`config.mk`:
```
export PLATFORM = sky130hd
export DESIGN_NAME = erpf_top
export DESIGN_NICKNAME = d
export VERILOG_FILES = /design/src/design/erpf_pkg.sv /design/src/design/erpf_serializer.sv /design/src/design/erpf_top.sv
export SDC_FILE = /design/constraint.sdc
export NUM_CORES = 1
export LEC_CHECK = 0
export BUFFER_PORTS_ARGS = -buffer_cell sky130_fd_sc_hd__buf_2
export CORE_MARGIN = 3
export CORE_UTILIZATION = 42
export CTS_CLUSTER_DIAMETER = 50
export DETAILED_ROUTE_END_ITERATION = 8
export GPL_TIMING_DRIVEN = 0
export HOLD_SLACK_MARGIN = 0.08
export SYNTH_ARGS = -nofsm -noshare
export SYNTH_HDL_FRONTEND = slang
export SYNTH_SLANG_ARGS = --single-unit
export TNS_END_PERCENT = 10
```
`constraint.sdc`:
```
create_clock -name pclk -period 4.9 [get_ports pclk]
set_input_delay 1.225 -clock pclk [delete_from_list [all_inputs] [get_ports pclk]]
set_output_delay 1.225 -clock pclk [all_outputs]
set_load 0.02 [all_outputs]
```
`src/design/erpf_pkg.sv`:
```
// Behaviour
// - primary header starts 000, 0, 1; segmentation 11
// - event packets carry category 7 after APID
// - 14-bit sequence counter per APID and category
// - length field is source bytes plus nine
// - 48-bit timestamp, seconds then fractional seconds
// - secondary header version 010, flags, spare, pad
// - event packets use service type 5
// - event packets use service subtype 3
// - mirror report on failure after recovered failure
// - mirror report first word is 43005
// - mirror second word is unreached position code
// - spectrometer report when busy stays high late
// - spectrometer source data is only 43009
// - acceptance report within four seconds of command
// - acceptance report uses category 1
// - acceptance report uses service type 1
// - acceptance subtype 1 with 32 source bits
// - acceptance source is process id, sequence control
`default_nettype none

// ============================================================
// constants and carriers
package erpf_pkg;
    localparam int CLK_HZ           = 25_000_000;
    localparam int ACCEPT_LIMIT_S   = 4;
    localparam int ACCEPT_LIMIT_CYC = ACCEPT_LIMIT_S * CLK_HZ;

    localparam logic [2:0]  PKT_VERSION = 3'h0;
    localparam logic        PKT_TYPE    = 1'h0;
    localparam logic        DFH_FLAG    = 1'h1;
    localparam logic [1:0]  SEG_FLAGS   = 2'h3;
    localparam logic [3:0]  CAT_EVENT   = 4'h7;
    localparam logic [3:0]  CAT_VERIFY  = 4'h1;
    localparam logic [2:0]  SVC_VERSION = 3'h2;
    localparam logic        CSUM_FLAG   = 1'h0;
    localparam logic [3:0]  SPARE_BITS  = 4'h0;
    localparam logic [7:0]  PAD_BYTE    = 8'h00;
    localparam logic [7:0]  TYPE_EVENT  = 8'h05;
    localparam logic [7:0]  SUB_GROUND  = 8'h03;
    localparam logic [7:0]  TYPE_VERIFY = 8'h01;
    localparam logic [7:0]  SUB_ACCEPT  = 8'h01;
    localparam logic [15:0] EVT_MIRROR  = 16'ha7fd;
    localparam logic [15:0] EVT_SCAN    = 16'ha801;
    localparam logic [15:0] LEN_ADD     = 16'h0009;
    localparam logic [15:0] SRC_MIRROR  = 16'h0004;
    localparam logic [15:0] SRC_SCAN    = 16'h0002;
    localparam logic [15:0] SRC_ACCEPT  = 16'h0004;
    localparam logic [15:0] LEN_EXTRA   = 16'h0007;
    localparam int          PKT_BYTES   = 20;
    localparam int          SEQ_W       = 14;
    localparam int          NUM_CAT     = 2;

    // apb map
    localparam logic [7:0]  REG_CTRL    = 8'h00;
    localparam logic [7:0]  REG_SCAN    = 8'h04;
    localparam logic [7:0]  REG_STATUS  = 8'h08;
    localparam logic [7:0]  REG_SEQ     = 8'h0c;
    localparam logic        CTRL_RST    = 1'h1;
    localparam logic [31:0] SCAN_RST    = 32'h0000_1000;
    localparam int          ST_DROP     = 4;
    localparam int          ST_LATE     = 5;

    typedef struct packed {
        logic [31:0] seconds;
        logic [15:0] fraction;
    } erpf_time_type;

    typedef struct packed {
        logic [2:0]    version;
        logic          pkt_type;
        logic          dfh_flag;
        logic [6:0]    apid;
        logic [3:0]    category;
        logic [1:0]    segmentation_field;
        logic [13:0]   sequence_counter_field;
        logic [15:0]   length;
        erpf_time_type acquisition_timestamp;
        logic [2:0]    service_version_field;
        logic          checksum_present_flag;
        logic [3:0]    secondary_spare_bits;
        logic [7:0]    service_type_byte;
        logic [7:0]    service_subtype_byte;
        logic [7:0]    header_pad_byte;
        logic [31:0]   source_data_field;
    } erpf_pkt_type;
endpackage

`default_nettype wire

```
`src/design/erpf_serializer.sv`:
```
`timescale 1ns/1ps
`default_nettype none

// ============================================================
// byte serializer, msb first
module erpf_serializer
    import erpf_pkg::*;
#(
    parameter int BYTES = PKT_BYTES
)
(
    input  wire logic               pclk,      // clock
    input  wire logic               presetn,   // async reset
    input  wire logic               clk_en,    // state freeze when low
    input  wire logic               load,      // take a frame
    input  wire logic [8*BYTES-1:0] frame,     // left aligned frame
    input  wire logic [4:0]         nbytes,    // bytes to send
    input  wire logic               out_ready, // consumer ready
    output logic                    out_valid, // byte valid
    output logic [7:0]              out_data,  // byte
    output logic                    out_last   // last byte of frame
);
    logic [8*BYTES-1:0] shreg;
    logic [4:0]         cnt;

    // load, then shift one byte per accepted beat
    always_ff @(posedge pclk or negedge presetn)
    begin
        if (!presetn)
        begin
            shreg     <= '0;
            cnt       <= 5'h00;
            out_valid <= 1'b0;
            out_last  <= 1'b0;
        end
        else if (clk_en)
        begin
            if (load && !out_valid)
            begin
                shreg     <= frame;
                cnt       <= nbytes;
                out_valid <= 1'b1;
                out_last  <= (nbytes == 5'h01);
            end
            else if (out_valid && out_ready)
            begin
                shreg     <= {shreg[8*BYTES-9:0], 8'h00};
                cnt       <= cnt - 5'h01;
                out_valid <= (cnt != 5'h01);
                out_last  <= (cnt == 5'h02);
            end
        end
    end

    assign out_data = shreg[8*BYTES-1 -: 8];
endmodule

`default_nettype wire

```
`src/design/erpf_top.sv`:
```
// Design decisions made here: the APB slave port and the register addresses.
`timescale 1ns/1ps
`default_nettype none

// ============================================================
// event report packet framer
module erpf_top
    import erpf_pkg::*;
#(
    parameter logic [6:0] APP_ID     = 7'h2a,           // arbitrary value
    parameter int         ACCEPT_CYC = ACCEPT_LIMIT_CYC // report deadline
)
(
    input  wire logic          pclk,                       // clock
    input  wire logic          presetn,                    // async reset
    input  wire logic          clk_en,                     // freeze when low
    input  wire logic [7:0]    paddr,                      // apb address
    input  wire logic          psel,                       // apb select
    input  wire logic          penable,                    // apb enable
    input  wire logic          pwrite,                     // apb write
    input  wire logic [31:0]   pwdata,                     // apb write data
    output logic [31:0]        prdata,                     // apb read data
    output logic               pready,                     // apb ready
    output logic               pslverr,                    // apb error
    input  wire logic          mirror_fail,                // positioning failure
    input  wire logic [1:0]    failed_mirror_position,     // 1 space 2 hot 3 cold
    input  wire logic          mirror_recovered,           // failure recovered
    input  wire logic          scan_start,                 // scan begins
    input  wire logic          scan_busy_pin,              // spectrometer busy pin
    input  wire logic          tc_accepted,                // command received ok
    input  wire logic [15:0]   command_process_identifier, // command pid
    input  wire logic [15:0]   command_sequence_control,   // command seq word
    input  wire erpf_time_type acquisition_timestamp,      // on-board time
    input  wire logic          tlm_ready,                  // consumer ready
    output logic               tlm_valid,                  // byte valid
    output logic [7:0]         tlm_data,                   // packet byte
    output logic               tlm_last                    // last packet byte
);
    // ============================================================
    // declarations
    logic            ctrl_en;
    logic [31:0]     scan_limit;
    logic            busy_meta;
    logic            busy_sync;
    logic            recovered;
    logic            mir_pend;
    logic            scan_pend;
    logic            acc_pend;
    logic [15:0]     mir_pos;
    logic [31:0]     acc_src;
    erpf_time_type   mir_time;
    erpf_time_type   scan_time;
    erpf_time_type   acc_time;
    logic [31:0]     scan_cnt;
    logic [31:0]     acc_age;
    logic            dropped;
    logic            late;
    logic [SEQ_W-1:0] seq_cnt [NUM_CAT];
    logic [NUM_CAT-1:0] seq_inc;
    erpf_pkt_type    pkt;

    // ============================================================
    // apb decode
    wire apb_setup  = psel && !penable;
    wire apb_access = psel && penable && pready;
    wire apb_wr     = apb_access && pwrite;
    wire hit_ctrl   = (paddr == REG_CTRL);
    wire hit_scan   = (paddr == REG_SCAN);
    wire hit_status = (paddr == REG_STATUS);
    wire hit_seq    = (paddr == REG_SEQ);
    wire hit_any    = hit_ctrl || hit_scan || hit_status || hit_seq;
    wire ser_busy   = tlm_valid;

    wire [31:0] status_word = {26'h0, late, dropped, ser_busy,
                               acc_pend, scan_pend, mir_pend};
    wire [31:0] seq_word    = {2'h0, seq_cnt[1], 2'h0, seq_cnt[0]};
    wire [31:0] rd_mux      = hit_ctrl   ? {31'h0, ctrl_en} :
                              hit_scan   ? scan_limit :
                              hit_status ? status_word :
                              hit_seq    ? seq_word : 32'h0;

    // zero-wait slave, answer registered in the setup cycle
    always_ff @(posedge pclk or negedge presetn)
    begin
        if (!presetn)
        begin
            pready  <= 1'b0;
            pslverr <= 1'b0;
            prdata  <= 32'h0;
        end
        else if (clk_en)
        begin
            pready  <= apb_setup;
            pslverr <= apb_setup && !hit_any;
            prdata  <= (apb_setup && !pwrite) ? rd_mux : 32'h0;
        end
    end

    // software controls
    always_ff @(posedge pclk or negedge presetn)
    begin
        if (!presetn)
        begin
            ctrl_en    <= CTRL_RST;
            scan_limit <= SCAN_RST;
        end
        else if (clk_en)
        begin
            if (apb_wr && hit_ctrl)
                ctrl_en <= pwdata[0];
            if (apb_wr && hit_scan)
                scan_limit <= pwdata;
        end
    end

    // ============================================================
    // busy pin synchroniser
    always_ff @(posedge pclk or negedge presetn)
    begin
        if (!presetn)
        begin
            busy_meta <= 1'b0;
            busy_sync <= 1'b0;
        end
        else if (clk_en)
        begin
            busy_meta <= scan_busy_pin;
            busy_sync <= busy_meta;
        end
    end

    // ============================================================
    // event detection and arbitration
    wire scan_due  = (scan_cnt == 32'h1) && !scan_start;
    wire mir_hit   = ctrl_en && mirror_fail && recovered;
    wire scan_hit  = ctrl_en && scan_due && busy_sync;
    wire acc_hit   = ctrl_en && tc_accepted;
    wire grant_acc = !ser_busy && acc_pend;
    wire grant_mir = !ser_busy && mir_pend && !acc_pend;
    wire grant_scn = !ser_busy && scan_pend && !acc_pend && !mir_pend;
    wire load      = grant_acc || grant_mir || grant_scn;
    wire take_mir  = mir_hit && (!mir_pend || grant_mir);
    wire take_scn  = scan_hit && (!scan_pend || grant_scn);
    wire take_acc  = acc_hit && (!acc_pend || grant_acc);
    wire drop_set  = (mir_hit && !take_mir) || (scan_hit && !take_scn)
                     || (acc_hit && !take_acc);
    wire late_set  = acc_pend && !grant_acc && (acc_age == ACCEPT_CYC - 1);
    wire clr_drop  = apb_wr && hit_status && pwdata[ST_DROP];
    wire clr_late  = apb_wr && hit_status && pwdata[ST_LATE];

    // pending reports and their captured data
    always_ff @(posedge pclk or negedge presetn)
    begin
        if (!presetn)
        begin
            recovered <= 1'b0;
            mir_pend  <= 1'b0;
            scan_pend <= 1'b0;
            acc_pend  <= 1'b0;
            mir_pos   <= 16'h0;
            acc_src   <= 32'h0;
            mir_time  <= '0;
            scan_time <= '0;
            acc_time  <= '0;
            dropped   <= 1'b0;
            late      <= 1'b0;
        end
        else if (clk_en)
        begin
            recovered <= mirror_recovered || (recovered && !mirror_fail);
            mir_pend  <= mir_hit || (mir_pend && !grant_mir);
            scan_pend <= scan_hit || (scan_pend && !grant_scn);
            acc_pend  <= acc_hit || (acc_pend && !grant_acc);
            if (take_mir)
            begin
                mir_pos  <= {14'h0, failed_mirror_position};
                mir_time <= acquisition_timestamp;
            end
            if (take_scn)
                scan_time <= acquisition_timestamp;
            if (take_acc)
            begin
                acc_src  <= {command_process_identifier,
                             command_sequence_control};
                acc_time <= acquisition_timestamp;
            end
            dropped <= drop_set || (dropped && !clr_drop);
            late    <= late_set || (late && !clr_late);
        end
    end

    // scan completion watchdog and report age
    always_ff @(posedge pclk or negedge presetn)
    begin
        if (!presetn)
        begin
            scan_cnt <= 32'h0;
            acc_age  <= 32'h0;
        end
        else if (clk_en)
        begin
            if (scan_start)
                scan_cnt <= scan_limit;
            else if (scan_cnt != 32'h0)
                scan_cnt <= scan_cnt - 32'h1;
            if (take_acc)
                acc_age <= 32'h0;
            else if (acc_pend && acc_age != ACCEPT_CYC - 1)
                acc_age <= acc_age + 32'h1;
        end
    end

    // ============================================================
    // sequence counters, one per category
    assign seq_inc = {grant_acc, grant_mir || grant_scn};

    generate
        for (genvar g = 0; g < NUM_CAT; g++)
        begin : g_seq
            always_ff @(posedge pclk or negedge presetn)
            begin
                if (!presetn)
                    seq_cnt[g] <= '0;
                else if (clk_en && seq_inc[g])
                    seq_cnt[g] <= seq_cnt[g] + SEQ_W'(1);
            end
        end
    endgenerate

    // ============================================================
    // packet assembly for the granted report
    wire [3:0]  cat_sel  = acc_pend ? CAT_VERIFY : CAT_EVENT;
    wire [7:0]  type_sel = acc_pend ? TYPE_VERIFY : TYPE_EVENT;
    wire [7:0]  sub_sel  = acc_pend ? SUB_ACCEPT : SUB_GROUND;
    wire [15:0] src_sz   = acc_pend ? SRC_ACCEPT :
                           mir_pend ? SRC_MIRROR : SRC_SCAN;
    wire [15:0] len_sel  = src_sz + LEN_ADD;
    wire [15:0] tot_sel  = len_sel + LEN_EXTRA;
    wire [31:0] src_sel  = acc_pend ? acc_src :
                           mir_pend ? {EVT_MIRROR, mir_pos} :
                           {EVT_SCAN, 16'h0};
    wire erpf_time_type time_sel = acc_pend ? acc_time :
                                   mir_pend ? mir_time : scan_time;
    wire [SEQ_W-1:0] seq_sel = acc_pend ? seq_cnt[1] : seq_cnt[0];

    // header fields in transmit order
    assign pkt = '{
        version:                PKT_VERSION,
        pkt_type:               PKT_TYPE,
        dfh_flag:               DFH_FLAG,
        apid:                   APP_ID,
        category:               cat_sel,
        segmentation_field:     SEG_FLAGS,
        sequence_counter_field: seq_sel,
        length:                 len_sel,
        acquisition_timestamp:  time_sel,
        service_version_field:  SVC_VERSION,
        checksum_present_flag:  CSUM_FLAG,
        secondary_spare_bits:   SPARE_BITS,
        service_type_byte:      type_sel,
        service_subtype_byte:   sub_sel,
        header_pad_byte:        PAD_BYTE,
        source_data_field:      src_sel
    };

    // ============================================================
    // byte stream out
    erpf_serializer #(
        .BYTES     (PKT_BYTES)
    ) u_ser (
        .pclk      (pclk),
        .presetn   (presetn),
        .clk_en    (clk_en),
        .load      (load),
        .frame     (pkt),
        .nbytes    (tot_sel[4:0]),
        .out_ready (tlm_ready),
        .out_valid (tlm_valid),
        .out_data  (tlm_data),
        .out_last  (tlm_last)
    );

    // ============================================================
    // checks
    a_first_byte: assert property (
        @(posedge pclk) disable iff (!presetn)
        load && clk_en |=> tlm_valid
            && tlm_data == {3'h0, 1'h0, 1'h1, APP_ID[6:4]})
        else $error("first header byte wrong");

    a_event_cat: assert property (
        @(posedge pclk) disable iff (!presetn)
        (grant_mir || grant_scn) |-> pkt.category == 4'h7)
        else $error("event category not 7");

    a_seq_step: assert property (
        @(posedge pclk) disable iff (!presetn)
        grant_acc && clk_en |=> seq_cnt[1] == $past(seq_cnt[1]) + 14'h1)
        else $error("verify sequence not incremented");

    a_scan_len: assert property (
        @(posedge pclk) disable iff (!presetn)
        grant_scn |-> pkt.length == 16'h000b && tot_sel == 16'h0012)
        else $error("scan length field wrong");

    a_evt_codes: assert property (
        @(posedge pclk) disable iff (!presetn)
        (grant_mir || grant_scn) |-> pkt.service_type_byte == 8'h05
            && pkt.service_subtype_byte == 8'h03)
        else $error("event service codes wrong");

    a_mirror_cause: assert property (
        @(posedge pclk) disable iff (!presetn)
        mir_hit && clk_en |-> (!$past(mirror_fail) || $past(mirror_recovered))
            ##1 mir_pend && mir_pos[15:2] == 14'h0)
        else $error("mirror report without recovery");

    a_scan_cause: assert property (
        @(posedge pclk) disable iff (!presetn)
        scan_hit && clk_en |=> scan_pend && scan_cnt == 32'h0)
        else $error("scan report not raised");

    a_acc_fast: assert property (
        @(posedge pclk) disable iff (!presetn)
        acc_pend && !ser_busy && clk_en |=> tlm_valid && (!acc_pend || $past(acc_hit))
            && tlm_data[7:5] == 3'h0)
        else $error("accept report not started");

    a_apb_answer: assert property (
        @(posedge pclk) disable iff (!presetn)
        apb_setup && clk_en |=> pready && (pslverr == !$past(hit_any)))
        else $error("apb answer missing");
endmodule

`default_nettype wire

```
# Yosys cells after proc, flatten, opt, wreduce, memory -nomap -nowiden
# Cells that the tools add are included.
[word_totals]
ff_bits = 512
elab_cells = 160
[op_classes]
add_sub_neg = 7
eq_ne = 9
n_mux = 27
reduce_logical = 88
[op_table]
columns = ["operator", "n"]
rows = [
  ["two-way mux 160 bit", 2],
  ["two-way mux 32 bit", 8],
  ["two-way mux 48 bit", 2],
  ["two-way mux 30 bit", 2],
  ["logical AND 1 bit", 41],
  ["adder 32 x 1 -> 32 bit, second input constant", 1],
  ["equality test 32 x 1 -> 1 bit, second input constant", 1],
  ["equality test 32 x 27 -> 1 bit, second input constant", 1],
  ["inequality test 32 x 27 -> 1 bit, second input constant", 1],
  ["nonzero test 32 bit", 1],
  ["subtractor 32 x 1 -> 32 bit, second input constant", 1],
  ["adder 14 x 1 -> 14 bit, second input constant", 2],
  ["two-way mux 28 bit", 1],
  ["zero test 1 bit", 17],
  ["logical OR 1 bit", 17],
  ["equality test 8 x 4 -> 1 bit, second input constant", 2],
  ["AND reduction 2 bit", 8],
  ["two-way mux 14 bit", 1],
  ["two-way mux 3 bit", 4],
  ["two-way mux 5 bit", 2],
  ["equality test 8 x 3 -> 1 bit, second input constant", 1],
  ["zero test 8 bit", 1],
  ["nonzero test 2 bit", 3],
  ["adder 3 x 4 -> 5 bit, second input constant", 1],
  ["7 further kinds", 10],
]

# Longest topological paths before layout
[depth]
depth_word = 11
depth_mapped = 9
mapped_depth_nobuf = 7

# Modules after synthesis
# From an unflattened synthesis, not the netlist that was laid out.
[unflattened]
cells_unflattened = 2522
area_unflattened_um2 = 24604.8
[by_module_without_submodules]
columns = ["mod", "instances", "cells_each", "area_per_inst_um2", "seq_area_each_um2"]
rows = [
  ["erpf_top", 1, 1595, 16397.0, 8635.8],
  ["erpf_serializer", 1, 927, 8207.9, 4179.0],
]

# Worst setup path after synthesis
# OpenSTA, ideal clock, no wires.
[synth_path]
kind = "input to register"
startpoint = "in paddr[5]"
endpoint = "reg scan_limit[10]"
arrival_time_ns = 2.883
path_slack_ns = 1.893
cell_stages = 5
path_buffers = 1
path_cell_list = "nor4_1 nand2_1 nor3_1 clkbuf_1 mux2_2"
[synth_via]
elab_chain_len = 3
[synth_rtl]
columns = ["item", "line_no", "source"]
rows = [
  ["from (decl)", "erpf_top.sv:17", "input wire logic [7:0] paddr,"],
  ["equality test 8 x 3 -> 1 bit", "erpf_top.sv:68", "wire hit_scan = (paddr == REG_SCAN);"],
  ["logical AND 1 bit", "erpf_top.sv:111", "if (apb_wr && hit_scan)"],
  ["AND reduction 2 bit (no line)", "--", ""],
  ["to (signal assigned)", "erpf_top.sv:112", "scan_limit <= pwdata;"],
  ["to (decl)", "erpf_top.sv:42", "logic [31:0] scan_limit;"],
]
# No other way between the ends.
# A chain may end at the register's enable or synchronous reset.

# Final worst setup path
[layout_path]
startpoint = "in clk_en"
endpoint = "reg acc_time[32] (netlist bit)"
[layout_via]
elab_chain_len = 1
[layout_rtl]
columns = ["item", "line_no", "source"]
rows = [
  ["from (decl)", "erpf_top.sv:16", "input wire logic clk_en,"],
  ["AND reduction 2 bit (no line)", "--", ""],
  ["to (signal assigned)", "erpf_top.sv:185", "acc_time <= acquisition_timestamp;"],
  ["to (decl)", "erpf_top.sv:53", "erpf_time_type acc_time;"],
]
# No other way between the ends.

==> run metrics <==
clk_skew=19.78 ps; WP data required=5460 ps; Final ANT Viol Nets=0; clock sinks=512; Core ar.=0.05403 mm^2; # rows=85; Initial DRC Count=1503; Netlist cell types=69; max_cap viols=0; CTS resizes=0; Yosys top cell by area=dfrtp_1; final hold vios=0; register bit total from synthesis=512; global route total overflow=0; met2 wire len=30.76 mm; H-Tree Depth=2; Peak supply drop=0.3131 mV; PortBufs=177; nets=2598; hold buffer count at cts=0; Die Y=239.9 um; Crit-path slowest cell=a21oi_1; CP Depth=8; vias in the first global route=18050; detailed placement HPWL=47.14 mm; M1 wire length=28.43 mm; R2R depth=9; Worst Hold Class=flip-flop to flip-flop; pin count of the biggest net entering global routing=124; final routed DRC violation total=0; Yosys top cell area share=55.53%; crit-path max cell delay=780 ps; Post-synth EDFFs=0; die area=0.05756 mm^2; CTS max path bufs=3; Routed wire per std cell=20.42 um; design area=0.02689 mm^2; CTS root buf=clkbuf_16; post-route setup slack=984.4 ps; crit path cell chain=buf_2 > clkbuf_1 > nand3_1 > a21oi_1 > clkbuf_1 > clkbuf_1 > nand2_1 > nand2_1; share of cells above drive strength 1=17.77%; Slew Limit Fails=0; final wirelength=65.44 mm; clock buffer count from CTS=61; post-CTS setup buffers=0; Setup TNS=0 ps; Most common cell on crit path=clkbuf_1; Reg-to-Reg End=acc_age[21]; Top Metal Used=met5; overall global routing resource usage=22.73%; Ys Warns=0; Via density=5.632; Routed met3 length=4.022 mm; Seq/Total Area, Yosys=55.76%; Critical Path Start Type=input port; crit share post-route=79.91%; hold depth=2; area grow syn2layout=17.03%; placed cell areas=0.02486 mm^2; top-count cell post-synth=dfrtp_1; crit path buf inv count=4; io pins=178; R2R Setup Slk=1430 ps; critical path class=input port to flip-flop; DIE WIDTH=239.9 um; pre-CTS setup slack=337.6 ps; Worst-Margin Slew=1356 ps; clock period minus worst slack=3916 ps; top post-synthesis cells by area=dfrtp_1 (56%), nand2_1 (5.7%), mux2_2 (5.7%), a21oi_1 (3.5%), nor2_1 (3.1%); CP top delay family=buffers and inverters; slew margin rel.=8.910%; Main synth FF type=dfrtp_1; initial core utilization=42.54%; critical path startpoint=clk_en; unrepaired setup endpoints after global routing=false; crit path capture=acc_time[32]; Vias=18050; first-pass GRT wire length=102.6 mm; Pre-antenna DRT Iters=5; Syn Nets=2354; WP data arrival=4470 ps; Leak=12.62 nW; Filler Cells Inserted=4998; CTS clk-pin slew, worst paths=60 ps; antenna violations before repair=7; final estimated routing congestion in global placement=0.9126; synthesized area=0.02298 mm^2; crit end category=flip-flop; Fmax achieved=255.4 MHz; Async S/R FF share, synth=100.0%; top cells by count, synth=dfrtp_1 (510), nand2_1 (351), nor2_1 (188); clk_lat worst skew=630 ps; crit-path max FO=10; Setup Viol. Count Final=0; PD cells=426.3 mW/mm^2; CTS tree=done; status=complete, no violations; Syn Inst Count=2211; Syn Area/Cell=10.39 um^2; r2r startpoint=acc_age[0]
==> tightest hold or removal path, cell delays in order (launching register included) <==
cell and delay [ps]:
dfrtp_1 340, nand2_1 50, nand2_1 50
==> report_power, final <==
| part | internal [mW] | total (mW) | switching, mW |
|---|---|---|---|
| clock | 2.67 | 4.52 | 1.85 |
| sequential | 4.87 | 5.33 | 0.459 |
| combinational | 0.672 | 1.61 | 0.942 |
==> per-layer routing <==
metal / vias up / global-route usage (%)
li1: 8344 / -
met4: 6 / 8.434
met2: 557 / 36.59
met5: - / 0
met3: 141 / 4.061
met1: 8997 / 30.94
==> worst min-delay path by stage <==
stage | start | end
after global routing | acc_time[4] | acc_time[4]
after CTS | acc_time[39] | acc_time[39]
after detailed placement | acc_src[29] | acc_src[29]
final | acc_time[41] | acc_time[41]
after floorplan | acc_src[10] | acc_src[10]
after global placement | acc_time[5] | acc_time[5]
==> state kept, by name, summed over array words and instances (netlist names), 48 cells and up <==
signal,flops
mir_time,48
scan_time,48
acc_time,48
u_ser.shreg,160
==> layout make-up <==
cell class	instances	area, um^2	area share (%)
sequential	512	12810	47.65
multi-input combinational	1504	9376	34.87
clock buffer	85	1717	6.383
timing repair buffer	181	1006	3.741
tap	696	870.8	3.238
buffer	160	658.1	2.447
clock inverter	27	309.0	1.149
inverter	35	131.4	0.4885
antenna	4	10.01	0.03722
==> cells by family (layout without fill, tap and decap cells) <==
logic type / count (synthesis) / in the layout / share of synthesized area (%)
AND/OR/NAND/NOR: 757 / 757 / 14.72
XOR/XNOR: 38 / 38 / 1.448
adder cells (fa/ha/maj): 9 / 9 / 0.4900
multiplexers: 206 / 206 / 10.04
AO/OA/AOI/OAI: 494 / 494 / 14.11
flip-flops: 512 / 512 / 55.76
other: 0 / 4 / 0
buffers and inverters: 195 / 488 / 3.435
==> metrics by stage <==
stage               util [%]  power (mW)  hold WS (ps)  cells
floorplan                  -       6.303         445.7   2211
global placement       45.79       6.918         457.6   3084
detailed placement     46.01       6.988         463.4   3088
CTS                    49.76       11.55         478.5   3200
global route           49.77       12.01         494.4   3202
finish                 49.78       11.46         474.8   3204
==> cells in the final DEF (no fill, tap or decap), drive strengths merged, types with 13 or more instances in the layout <==
| master | n |
|---|---|
| o2bb2ai | 18 |
| buf | 213 |
| nand2 | 351 |
| o22a | 19 |
| mux2i | 70 |
| mux2 | 136 |
| nand4 | 14 |
| nor2 | 188 |
| o21ai | 84 |
| clkbuf | 213 |
| nor4 | 30 |
| a22o | 56 |
| a21oi | 159 |
| nor2b | 27 |
| xnor2 | 29 |
| inv | 44 |
| dfrtp | 510 |
| or4 | 18 |
| o22ai | 54 |
| and3 | 13 |
| nor3 | 31 |
| nand3 | 35 |
| a221o | 22 |
No activity file was read; power rests on OpenSTA's default activity.
